[src/hw/asr_regs.svh]
`ifndef ASR_REGS_SVH
`define ASR_REGS_SVH
// ----------------------------------------------------------------
// Widths
// ----------------------------------------------------------------
`define ASR_ADDR_W 18
`define ASR_DEPTH 262144
// ----------------------------------------------------------------
// Timing in ns, slowest grade, and derived cycle counts at 10 ns
// ----------------------------------------------------------------
`define ASR_CLK_NS 10
`define ASR_ADDR_TO_OUT_VALID_NS 35
`define ASR_SELECT_TO_OUT_VALID_NS 35
`define ASR_DESELECT_TO_OUT_FLOAT_NS 15
`define ASR_SELECT_TO_WRITE_END_NS 25
`define ASR_STROBE_LOW_TO_WRITE_END_NS 20
`define ASR_ADDR_SETUP_WRITE_END_NS 25
`define ASR_DATA_SETUP_WRITE_END_NS 15
// Least times round up; sample waits add two for the pin synchroniser
`define ASR_CEIL(t) (((t) + `ASR_CLK_NS - 1) / `ASR_CLK_NS)
`define ASR_RD_CYC (`ASR_CEIL(`ASR_ADDR_TO_OUT_VALID_NS) + 2)
`define ASR_WR_CYC `ASR_CEIL(`ASR_SELECT_TO_WRITE_END_NS)
`define ASR_FLOAT_CYC `ASR_CEIL(`ASR_DESELECT_TO_OUT_FLOAT_NS)
`endif

[src/hw/asr_pkg.sv]
package asr_pkg;
    typedef enum logic [4:0] {
        ASR_IDLE  = 5'h01,
        ASR_SETUP = 5'h02,
        ASR_READ  = 5'h04,
        ASR_WRITE = 5'h08,
        ASR_GAP   = 5'h10
    } asr_state_type;
endpackage

[src/hw/asr_sync.sv]
`timescale 1ns/100ps
`default_nettype none
module asr_sync (
    input  wire logic clk,
    input  wire logic rst,
    input  wire logic din,
    output logic      dout
);
    logic meta_ff;
    always_ff @(posedge clk or posedge rst) begin
        if (rst) begin
            meta_ff <= 1'b0;
            dout    <= 1'b0;
        end else begin
            meta_ff <= din;
            dout    <= meta_ff;
        end
    end
endmodule
`default_nettype wire

[src/hw/asr_host.sv]
`timescale 1ns/100ps
`default_nettype none
`include "asr_regs.svh"
module asr_host (
    input  wire logic                   clk,
    input  wire logic                   rst,
    input  wire logic                   req_valid,
    output logic                        req_ready,
    input  wire logic                   req_write,
    input  wire logic [`ASR_ADDR_W-1:0] req_addr,
    input  wire logic                   req_wdata,
    output logic                        rsp_valid,
    output logic                        rsp_rdata,
    output logic [`ASR_ADDR_W-1:0]      mem_addr,
    output logic                        mem_din,
    output logic                        mem_select_n,
    output logic                        mem_strobe_n,
    input  wire logic                   mem_dout,
    input  wire logic                   mem_dout_oe
);
    // ----------------------------------------------------------------
    // State
    // ----------------------------------------------------------------
    typedef struct packed {
        asr_pkg::asr_state_type st;
        logic [7:0]             cnt;
        logic                   wr;
        logic [`ASR_ADDR_W-1:0] addr;
        logic                   din;
        logic                   sel_n;
        logic                   stb_n;
        logic                   rsp_v;
        logic                   rdata;
    } asr_host_state_type;

    localparam logic [7:0] RD_CYC    = 8'(`ASR_RD_CYC);
    localparam logic [7:0] WR_CYC    = 8'(`ASR_WR_CYC);
    localparam logic [7:0] FLOAT_CYC = 8'(`ASR_FLOAT_CYC);

    asr_host_state_type cur_ff;
    asr_host_state_type nxt_s;
    logic               dout_s;
    logic               oe_s;

    // Pins from the memory are asynchronous
    asr_sync u_sync_dout (
        .clk  (clk),
        .rst  (rst),
        .din  (mem_dout),
        .dout (dout_s)
    );
    asr_sync u_sync_oe (
        .clk  (clk),
        .rst  (rst),
        .din  (mem_dout_oe),
        .dout (oe_s)
    );

    // ----------------------------------------------------------------
    // Sequencer
    // ----------------------------------------------------------------
    always_comb begin
        nxt_s = cur_ff;
        nxt_s.rsp_v = 1'b0;
        case (cur_ff.st)
            asr_pkg::ASR_IDLE: begin
                if (req_valid) begin
                    // Address and data move only while both controls high
                    nxt_s.addr = req_addr;
                    nxt_s.din  = req_wdata;
                    nxt_s.wr   = req_write;
                    nxt_s.st   = asr_pkg::ASR_SETUP;
                end
            end
            asr_pkg::ASR_SETUP: begin
                // Strobe falls with select, so write starts on both low
                nxt_s.sel_n = 1'b0;
                nxt_s.stb_n = ~cur_ff.wr;
                nxt_s.cnt   = cur_ff.wr ? WR_CYC : RD_CYC;
                nxt_s.st    = cur_ff.wr ? asr_pkg::ASR_WRITE
                                        : asr_pkg::ASR_READ;
            end
            asr_pkg::ASR_READ: begin
                if (cur_ff.cnt > 8'h01) begin
                    nxt_s.cnt = cur_ff.cnt - 8'h01;
                end else begin
                    // Sample before deselect; data only trusted if driven
                    nxt_s.rdata = dout_s & oe_s;
                    nxt_s.rsp_v = 1'b1;
                    nxt_s.sel_n = 1'b1;
                    nxt_s.cnt   = FLOAT_CYC;
                    nxt_s.st    = asr_pkg::ASR_GAP;
                end
            end
            asr_pkg::ASR_WRITE: begin
                if (cur_ff.cnt > 8'h01) begin
                    nxt_s.cnt = cur_ff.cnt - 8'h01;
                end else begin
                    // Both rise together; addr and data held past it
                    nxt_s.sel_n = 1'b1;
                    nxt_s.stb_n = 1'b1;
                    nxt_s.rsp_v = 1'b1;
                    nxt_s.cnt   = FLOAT_CYC;
                    nxt_s.st    = asr_pkg::ASR_GAP;
                end
            end
            asr_pkg::ASR_GAP: begin
                // Lets a read output float before the next cycle
                if (cur_ff.cnt > 8'h01) begin
                    nxt_s.cnt = cur_ff.cnt - 8'h01;
                end else begin
                    nxt_s.st = asr_pkg::ASR_IDLE;
                end
            end
            default: begin
                nxt_s.st    = asr_pkg::ASR_IDLE;
                nxt_s.sel_n = 1'b1;
                nxt_s.stb_n = 1'b1;
            end
        endcase
    end

    always_ff @(posedge clk or posedge rst) begin
        if (rst) begin
            cur_ff <= '{st: asr_pkg::ASR_IDLE, cnt: 8'h00, wr: 1'b0,
                        addr: '0, din: 1'b0, sel_n: 1'b1, stb_n: 1'b1,
                        rsp_v: 1'b0, rdata: 1'b0};
        end else begin
            cur_ff <= nxt_s;
        end
    end

    assign req_ready    = (cur_ff.st == asr_pkg::ASR_IDLE);
    assign rsp_valid    = cur_ff.rsp_v;
    assign rsp_rdata    = cur_ff.rdata;
    assign mem_addr     = cur_ff.addr;
    assign mem_din      = cur_ff.din;
    assign mem_select_n = cur_ff.sel_n;
    assign mem_strobe_n = cur_ff.stb_n;
endmodule
`default_nettype wire

[config.mk]
export PLATFORM = sky130hd
export DESIGN_NAME = asr_host
export DESIGN_NICKNAME = d
export VERILOG_FILES = /design/src/hw/asr_pkg.sv /design/src/hw/asr_sync.sv /design/src/hw/asr_host.sv
export VERILOG_INCLUDE_DIRS = /design/src /design/src/hw
export SDC_FILE = /design/constraint.sdc
export NUM_CORES = 1
export LEC_CHECK = 0
export BUFFER_PORTS_ARGS = -buffer_cell sky130_fd_sc_hd__buf_4
export CAP_MARGIN = 20
export CORE_MARGIN = 1.5
export CORE_UTILIZATION = 45
export CTS_CLUSTER_DIAMETER = 50
export DETAILED_ROUTE_END_ITERATION = 16
export HOLD_SLACK_MARGIN = 0.06
export PLACE_DENSITY_LB_ADDON = 0.15
export SYNTH_ARGS = -nofsm -noshare
export SYNTH_HDL_FRONTEND = slang
export SYNTH_SLANG_ARGS = --single-unit
[constraint.sdc]
create_clock -name clk -period 3.6 [get_ports clk]
set_input_delay 0.72 -clock clk [delete_from_list [all_inputs] [get_ports clk]]
set_output_delay 0.72 -clock clk [all_outputs]
set_load 0.02 [all_outputs]
==> reports/qor.yml, run 1 <==
outcome:
  outcome: "finished clean"
logic_synthesis:
  synth.area.top_cells: "dfrtp_1, mux2_2, buf_4"
  yosys.area.top_type: "dfrtp_1"
  synth-edff-count: 0
  synth_area_um2: 1960
  netlist-cell-type-count: 38
  seq_area_frac_synth: 0.524
  ys_ff_latch: 41
  async_reset_ff_frac: 1.00
  synth_fp_nets: 201
  postSynthAreaPerCell_um2: 11.3
  synthFlopType: "dfrtp_1"
  synth_warnings: 0
  syn_inst: 174
  yosysTopAreaCellShare: 0.484
sta:
  skew_ns: 0.00515
  setup_viol_count_final: 0
  worstMarginPinSlew_ns: 0.833
  tns_ns: 0
  max_freq_mhz: 452
  relSlewSlack: 0.443
  rsz0062_at_grt: "no"
  hold_viol_final: 0
  period_share: 0.614
  drv_slew: 0
  min_period_ns: 2.21
  holdWs_ns: 0.352
finish:
  num-nets-final: 232
  layout_commonest_cell: "buf_4"
  antenna_cells: 0
  final_layout_size_suffix_gt1_frac: 0.403
  ff_latch_area_um2: 1030
  fin_area_um2: 2320
  syn2layout_area_growth_pct: 17.9
  multi_input_area_um2: 749
  fillers: 362
  most-common-layout-cells: "buf_4, dfrtp_1, mux2_2, nand2_1, nor2_1"
power:
  p_sw_frac: 0.382
  combPwrFrac: 0.450
  switching_power_w: 0.000752
  clock_power_share: 0.148
  pwr-share-seq: 0.402
  intPower_w: 0.00122
  p_leak_nw: 1.09
  power_density_nw_per_um2: 850
  vdd_ir_drop_max_mv: 0.565
placement:
  gp_congestion: 0.861
  io_buffers: 48
  dpl.hpwl_mm: 2.72
  place_area_um2: 2230
floorplan:
  fp-row-count: 23
  die_area_um2: 4770
  start_util: 0.481
  ioPinCount: 49
  die_w_um: 69.1
  core_area_um2: 4090
  dieHeight_um: 69.1
route:
  viasPerCell: 5.35
  firstDrtPassIters: 4
  wirelength_mm: 3.64
  drtIter0Drc: 98
  drcViolationCount: 0
  ant_nets: 0
  wl_per_cell_um: 14.2
  vias: 1370
clock_tree:
  cts_tree: "yes"
  cts_max_level: 2
  cts_made_buffers: 5
  cts_buffer_depth: 2
  clock_latency_ns: 0.29
  cts_root_buf: "clkbuf_8"
  post_cts_resized: 0
  cts_hold_buffers: 0
  clock-sinks: 41
  cts_setup_buffers: 0
  clk_pin_slew_worst_paths_ns: 0.08
critical_path:
  regToRegSetupSlack_ns: 1.46
  rr_worst_depth: 5
  cp.required_ns: 2.88
  end_kind: "output port"
  endpoint: "req_ready"
  worst_r2r_startpoint: "cur_ff[27]$_DFFE_PP0P_"
  crit_start: "cur_ff[34]$_DFFE_PP0P_"
  crit_type: "register to output port"
  rr_endpoint: "cur_ff[31]$_DFFE_PP0P_"
  arrival_ns: 1.49
  cp-start-kind: "register"
  crit_fanout: 11
global_route:
  overflow: 0
  antenna_found_initial: 0
  grt_max_degree: 42
  grt_pass1_vias: 1419
  grt.total_usage: 0.165
  grt_pass1_wl_mm: 6.30
run:
  max_cap_viol_count: 0
min_path:
  hold_class: "register to register"
  min_from: "u_sync_oe.meta_ff$_DFF_PP0_"
## flip-flops by register name, summed over array words and instances, names as in the netlist
register and count:
mem_din 1, u_sync_oe.dout 1, mem_strobe_n 1, mem_addr 18, u_sync_oe.meta_ff 1, rsp_rdata 1
mem_select_n 1, u_sync_dout.meta_ff 1, cur_ff 14, rsp_valid 1, u_sync_dout.dout 1
## worst max-delay path, cell delays in order (launching register included)
cell and delay (ns):
dfrtp_1 0.50, nor2_1 0.24, and3_1 0.29, buf_4 0.17
## metal layers
layer | part of all wire | GRT usage
met4 | 0.021 | 0.0784
met1 | 0.41 | 0.190
met5 | 0 | 0
met2 | 0.51 | 0.286
met3 | 0.056 | 0.0395
## kinds of logic (layout without fill, tap and decap cells)
logic type                 Yosys count  after routing  synth area share
muxes                               21             21             0.120
DFF                                 41             41             0.524
buffers and inverters               31             63            0.0943
adders and majority gates            2              2            0.0127
and+or+nand+nor                     42             42             0.120
AOI/OAI and AO/OA                   33             33             0.111
xor gates and xnor gates             4              4            0.0178
## power by group through the flow
| stage | logic [W] | clock network, W | registers (W) |
|---|---|---|---|
| after detailed placement | 0.000895 | 0 | 0.000799 |
| after global routing | 0.000958 | 0.000319 | 0.000818 |
| after floorplan | 0.000758 | 0 | 0.000762 |
| final | 0.000886 | 0.000291 | 0.000791 |
| after CTS | 0.000898 | 0.000300 | 0.000791 |
| after global placement | 0.000871 | 0 | 0.000789 |
## cell usage after synthesis (2+ instances only)
master,n
o21ai_0,8
mux2_2,20
nand2_1,11
buf_4,18
nand3_1,2
nand2b_1,3
o21ai_1,5
ha_1,2
o21a_1,2
nand3b_1,2
inv_1,6
nand4b_1,2
xor2_1,3
a21oi_1,7
dfrtp_1,38
dfstp_2,3
or4_4,2
clkbuf_1,6
o211ai_1,2
nor2_1,10
and3_1,2
nor3_1,3
or3_1,2
## per-stage QoR
step	total power (W)	worst slack, ns	util	instances
floorplan	0.00152	1.57	-	174
global placement	0.00166	1.51	0.546	248
detailed placement	0.00169	1.43	0.546	248
CTS	0.00199	1.39	0.567	256
global route	0.00209	1.25	0.567	256
finish	0.00197	1.39	0.567	256
## final cells by class
cell class / instances / area share
Timing Repair Buffer: 49 / 0.159
Clock inverter: 1 / 0.00324
Inverter: 6 / 0.00972
Multi-Input combinational cell: 102 / 0.324
Clock buffer: 7 / 0.0330
Sequential cell: 41 / 0.445
Tap cell: 50 / 0.0270
## worst min path at each step
| stage | end | slack, ns | cells after the start |
|---|---|---|---|
| floorplan | u_sync_dout.dout$_DFF_PP0_ | 0.33 | 0 |
| global placement | u_sync_oe.dout$_DFF_PP0_ | 0.33 | 0 |
| detailed placement | u_sync_oe.dout$_DFF_PP0_ | 0.34 | 0 |
| CTS | u_sync_oe.dout$_DFF_PP0_ | 0.35 | 0 |
| global route | u_sync_dout.dout$_DFF_PP0_ | 0.36 | 0 |
| finish | u_sync_oe.dout$_DFF_PP0_ | 0.35 | 0 |
(Power assumes the default switching activity.)
==> run 2, diff against run 1 <==
--- a/config.mk
+++ b/config.mk
@@ -6,6 +6,7 @@
 export SDC_FILE = /design/constraint.sdc
 export NUM_CORES = 1
 export LEC_CHECK = 0
+export ABC_AREA = 1
 export BUFFER_PORTS_ARGS = -buffer_cell sky130_fd_sc_hd__buf_4
 export CAP_MARGIN = 20
 export CORE_MARGIN = 1.5
==> constraint.sdc (replaced) <==
create_clock -name clk -period 2 [get_ports clk]
set_input_delay 0.4 -clock clk [delete_from_list [all_inputs] [get_ports clk]]
set_output_delay 0.4 -clock clk [all_outputs]
set_load 0.02 [all_outputs]
==> reports/qor.yml, run 2 <==
clock_tree:
  cts_root_buf: "clkbuf_8"
  clk_pin_slew_worst_paths_ns: 0.08  # about the same
  cts_buffer_depth: 2  # unchanged
  cts_made_buffers: 5  # unchanged
  post_cts_resized: 0  # unchanged
  cts_tree: "yes"
  cts_hold_buffers: 0  # unchanged
  cts_setup_buffers: 0  # unchanged
  clock_latency_ns: 0.30  # about the same
  cts_max_level: 2  # unchanged
  clock-sinks: 41  # unchanged
logic_synthesis:
  synth_area_um2: 2120  # +7.8%
  synth_warnings: 0  # unchanged
  synth.area.top_cells: "dfrtp_1, mux2_2, nand2_1"
  synthFlopType: "dfrtp_1"
  seq_area_frac_synth: 0.486  # -0.0378
  syn_inst: 218  # +25%
  yosys.area.top_type: "dfrtp_1"
  yosysMostFrequentCell: "nand2_1"
  postSynthAreaPerCell_um2: 9.71  # -14%
  netlist-cell-type-count: 28  # -26%
  synth-edff-count: 0  # unchanged
  async_reset_ff_frac: 1.00  # unchanged
  yosysTopAreaCellShare: 0.449  # -0.0349
  synth_common_cells: "nand2_1, dfrtp_1, inv_1, nand3_1, buf_4"
  synth_fp_nets: 245  # +22%
  ys_ff_latch: 41  # unchanged
power:
  vdd_ir_drop_max_mv: 0.802  # +42%
  p_leak_nw: 1.29  # +18%
  power_density_nw_per_um2: 1620  # +91%
floorplan:
  core_area_um2: 4440  # +8.8%
  fp-row-count: 24  # +4.3%
  ioPinCount: 49  # unchanged
  dieHeight_um: 71.6  # +3.6%
  start_util: 0.476  # -0.00436
  die_area_um2: 5130  # +7.4%
  die_w_um: 71.6  # +3.6%
critical_path:
  critPathSlowestCell: "dfrtp_1"
  path_cells: "nor2_2, nand4_2, inv_1, buf_4"
  regToRegSetupSlack_ns: 0.27  # -1.19 ns
  cpLargestDelayFamily: "flip-flops"
  cp_slowest_stage_delay_ns: 0.40  # -0.10 ns
  cp-start-kind: "register"
  rr_worst_depth: 11  # +6
  crit_fanout: 3  # -8
  crit_type: "register to output port"
  cp.required_ns: 1.60  # -1.28 ns
  rr_endpoint: "cur_ff[24]$_DFFE_PP0P_"
  arrival_ns: 1.37  # -0.12 ns
  path_buf_inv: 2  # +1
  worst_r2r_startpoint: "cur_ff[24]$_DFFE_PP0P_"
  end_kind: "output port"
route:
  wirelength_mm: 3.68  # +1.0%
  drcViolationCount: 0  # unchanged
  vias: 1487  # +8.5%
  wl_per_cell_um: 11.9  # -16%
  ant_nets: 0  # unchanged
  viasPerCell: 4.83  # -9.8%
  drtIter0Drc: 87  # -11%
  firstDrtPassIters: 4  # unchanged
finish:
  antenna_cells: 0  # unchanged
  layout_commonest_cell: "buf_4"
  most-common-layout-cells: "buf_4, nand2_1, dfrtp_1, inv_1, nand3_1"
  final_cells: 308  # +20%
  fin_area_um2: 2530  # +9.2%
  final_layout_size_suffix_gt1_frac: 0.391  # -0.0123
  num-nets-final: 282  # +22%
  largest_reg_flops: 18  # unchanged
  syn2layout_area_growth_pct: 19.5
sta:
  min_period_ns: 1.77
  drv_slew: 0  # unchanged
  period_share: 0.885
  worstMarginPinSlew_ns: 0.505  # -0.329 ns
  rsz0062_at_grt: "no"
  max_freq_mhz: 565
  hold_viol_final: 0  # unchanged
  skew_ns: 0.00758  # +0.00242 ns
  tns_ns: 0  # unchanged
  fin_ws_ns: 0.231  # -1.16 ns
  setup_viol_count_final: 0  # unchanged
  relSlewSlack: 0.663  # +0.220
placement:
  dpl.hpwl_mm: 2.77  # +1.9%
  placed_cells: 300  # +21%
  io_buffers: 48  # unchanged
  place_area_um2: 2400  # +7.3%
  pre_cts_ws_ns: 0.272  # -1.16 ns
  gp_congestion: 0.859  # -0.21%
min_path:
  min_from: "mem_dout_oe"
  hold-path-endpoint: "u_sync_oe.meta_ff$_DFF_PP0_"
  hold_path_depth: 1  # +1
  hold_class: "input pin to register"
run:
  max_cap_viol_count: 0  # unchanged
global_route:
  grt.total_usage: 0.165  # -0.000284
  antenna_found_initial: 0  # unchanged
  grt_pass1_wl_mm: 6.49  # +3.0%
  grt_max_degree: 42  # unchanged
  grt_pass1_vias: 1489  # +4.9%
  overflow: 0  # unchanged
outcome:
  outcome: "finished clean"
-- run 2: layout make-up --
cell class              count  area [um2]
fillers                   412        1910
flip-flops and latches     41        1030
multi-input cells         130         818
repair buffers             51         383
inverters                  26         100
clock buffers               5        68.8
clock inverters             3        65.1
well taps                  52        65.1
-- run 2: worst max path at each step --
stage                                      start  slack, ns                endpoint  cells after the start
after CTS                 cur_ff[34]$_DFFE_PP0P_       0.21               req_ready                      4
after detailed placement  cur_ff[24]$_DFFE_PP0P_       0.27  cur_ff[24]$_DFFE_PP0P_                     11
after global placement    cur_ff[24]$_DFFE_PP0P_       0.32  cur_ff[24]$_DFFE_PP0P_                     11
final                     cur_ff[34]$_DFFE_PP0P_       0.23               req_ready                      4
after floorplan           cur_ff[24]$_DFFE_PP0P_       0.40  cur_ff[25]$_DFFE_PP0P_                     12
after global routing      cur_ff[24]$_DFFE_PP0P_       0.08  cur_ff[24]$_DFFE_PP0P_                     11
-- run 2: stage by stage --
stage	utilization	power, W	hold slack (ns)
after floorplan	-	0.00304	0.331
after global placement	0.539	0.00336	0.335
after detailed placement	0.539	0.00336	0.336
after CTS	0.569	0.00416	0.194
after global routing	0.569	0.00443	0.197
final	0.569	0.00411	0.205
-- run 2: cells by family (layout without fill, tap and decap cells) --
logic type,after synthesis,count (layout),synth area share
and+or+nand+nor,95,95,0.229
buffers and inverters,47,85,0.127
DFF,41,41,0.486
muxes,19,19,0.101
AOI/OAI and AO/OA,11,11,0.0319
xor gates and xnor gates,3,3,0.0124
adders and majority gates,2,2,0.0118
-- run 2: worst reg2reg max path, cell delays in order, from the launching register on --
cell and delay, ns:
dfrtp_1 0.39, inv_1 0.16, ha_1 0.28, inv_1 0.06
nand2_1 0.07, nand2_2 0.06, nor2_4 0.14, inv_4 0.09
nand2_8 0.09, nand2_4 0.11, nand3_1 0.12, o21ai_2 0.05
-- run 2: where the power goes --
part           internal [W]  switching (W)
Sequential          0.00116       0.000190
Clock              0.000496       0.000289
Combinational      0.000856        0.00112
Total               0.00251        0.00160
-- run 2: per-layer routing --
| metal | vias to the layer above | global-route usage | share of wire |
|---|---|---|---|
| li1 | 754 | - | - |
| met1 | 692 | 0.209 | 0.46 |
| met2 | 36 | 0.255 | 0.45 |
| met3 | 5 | 0.0478 | 0.066 |
| met4 | 0 | 0.0881 | 0.021 |
| met5 | - | 0 | 0 |
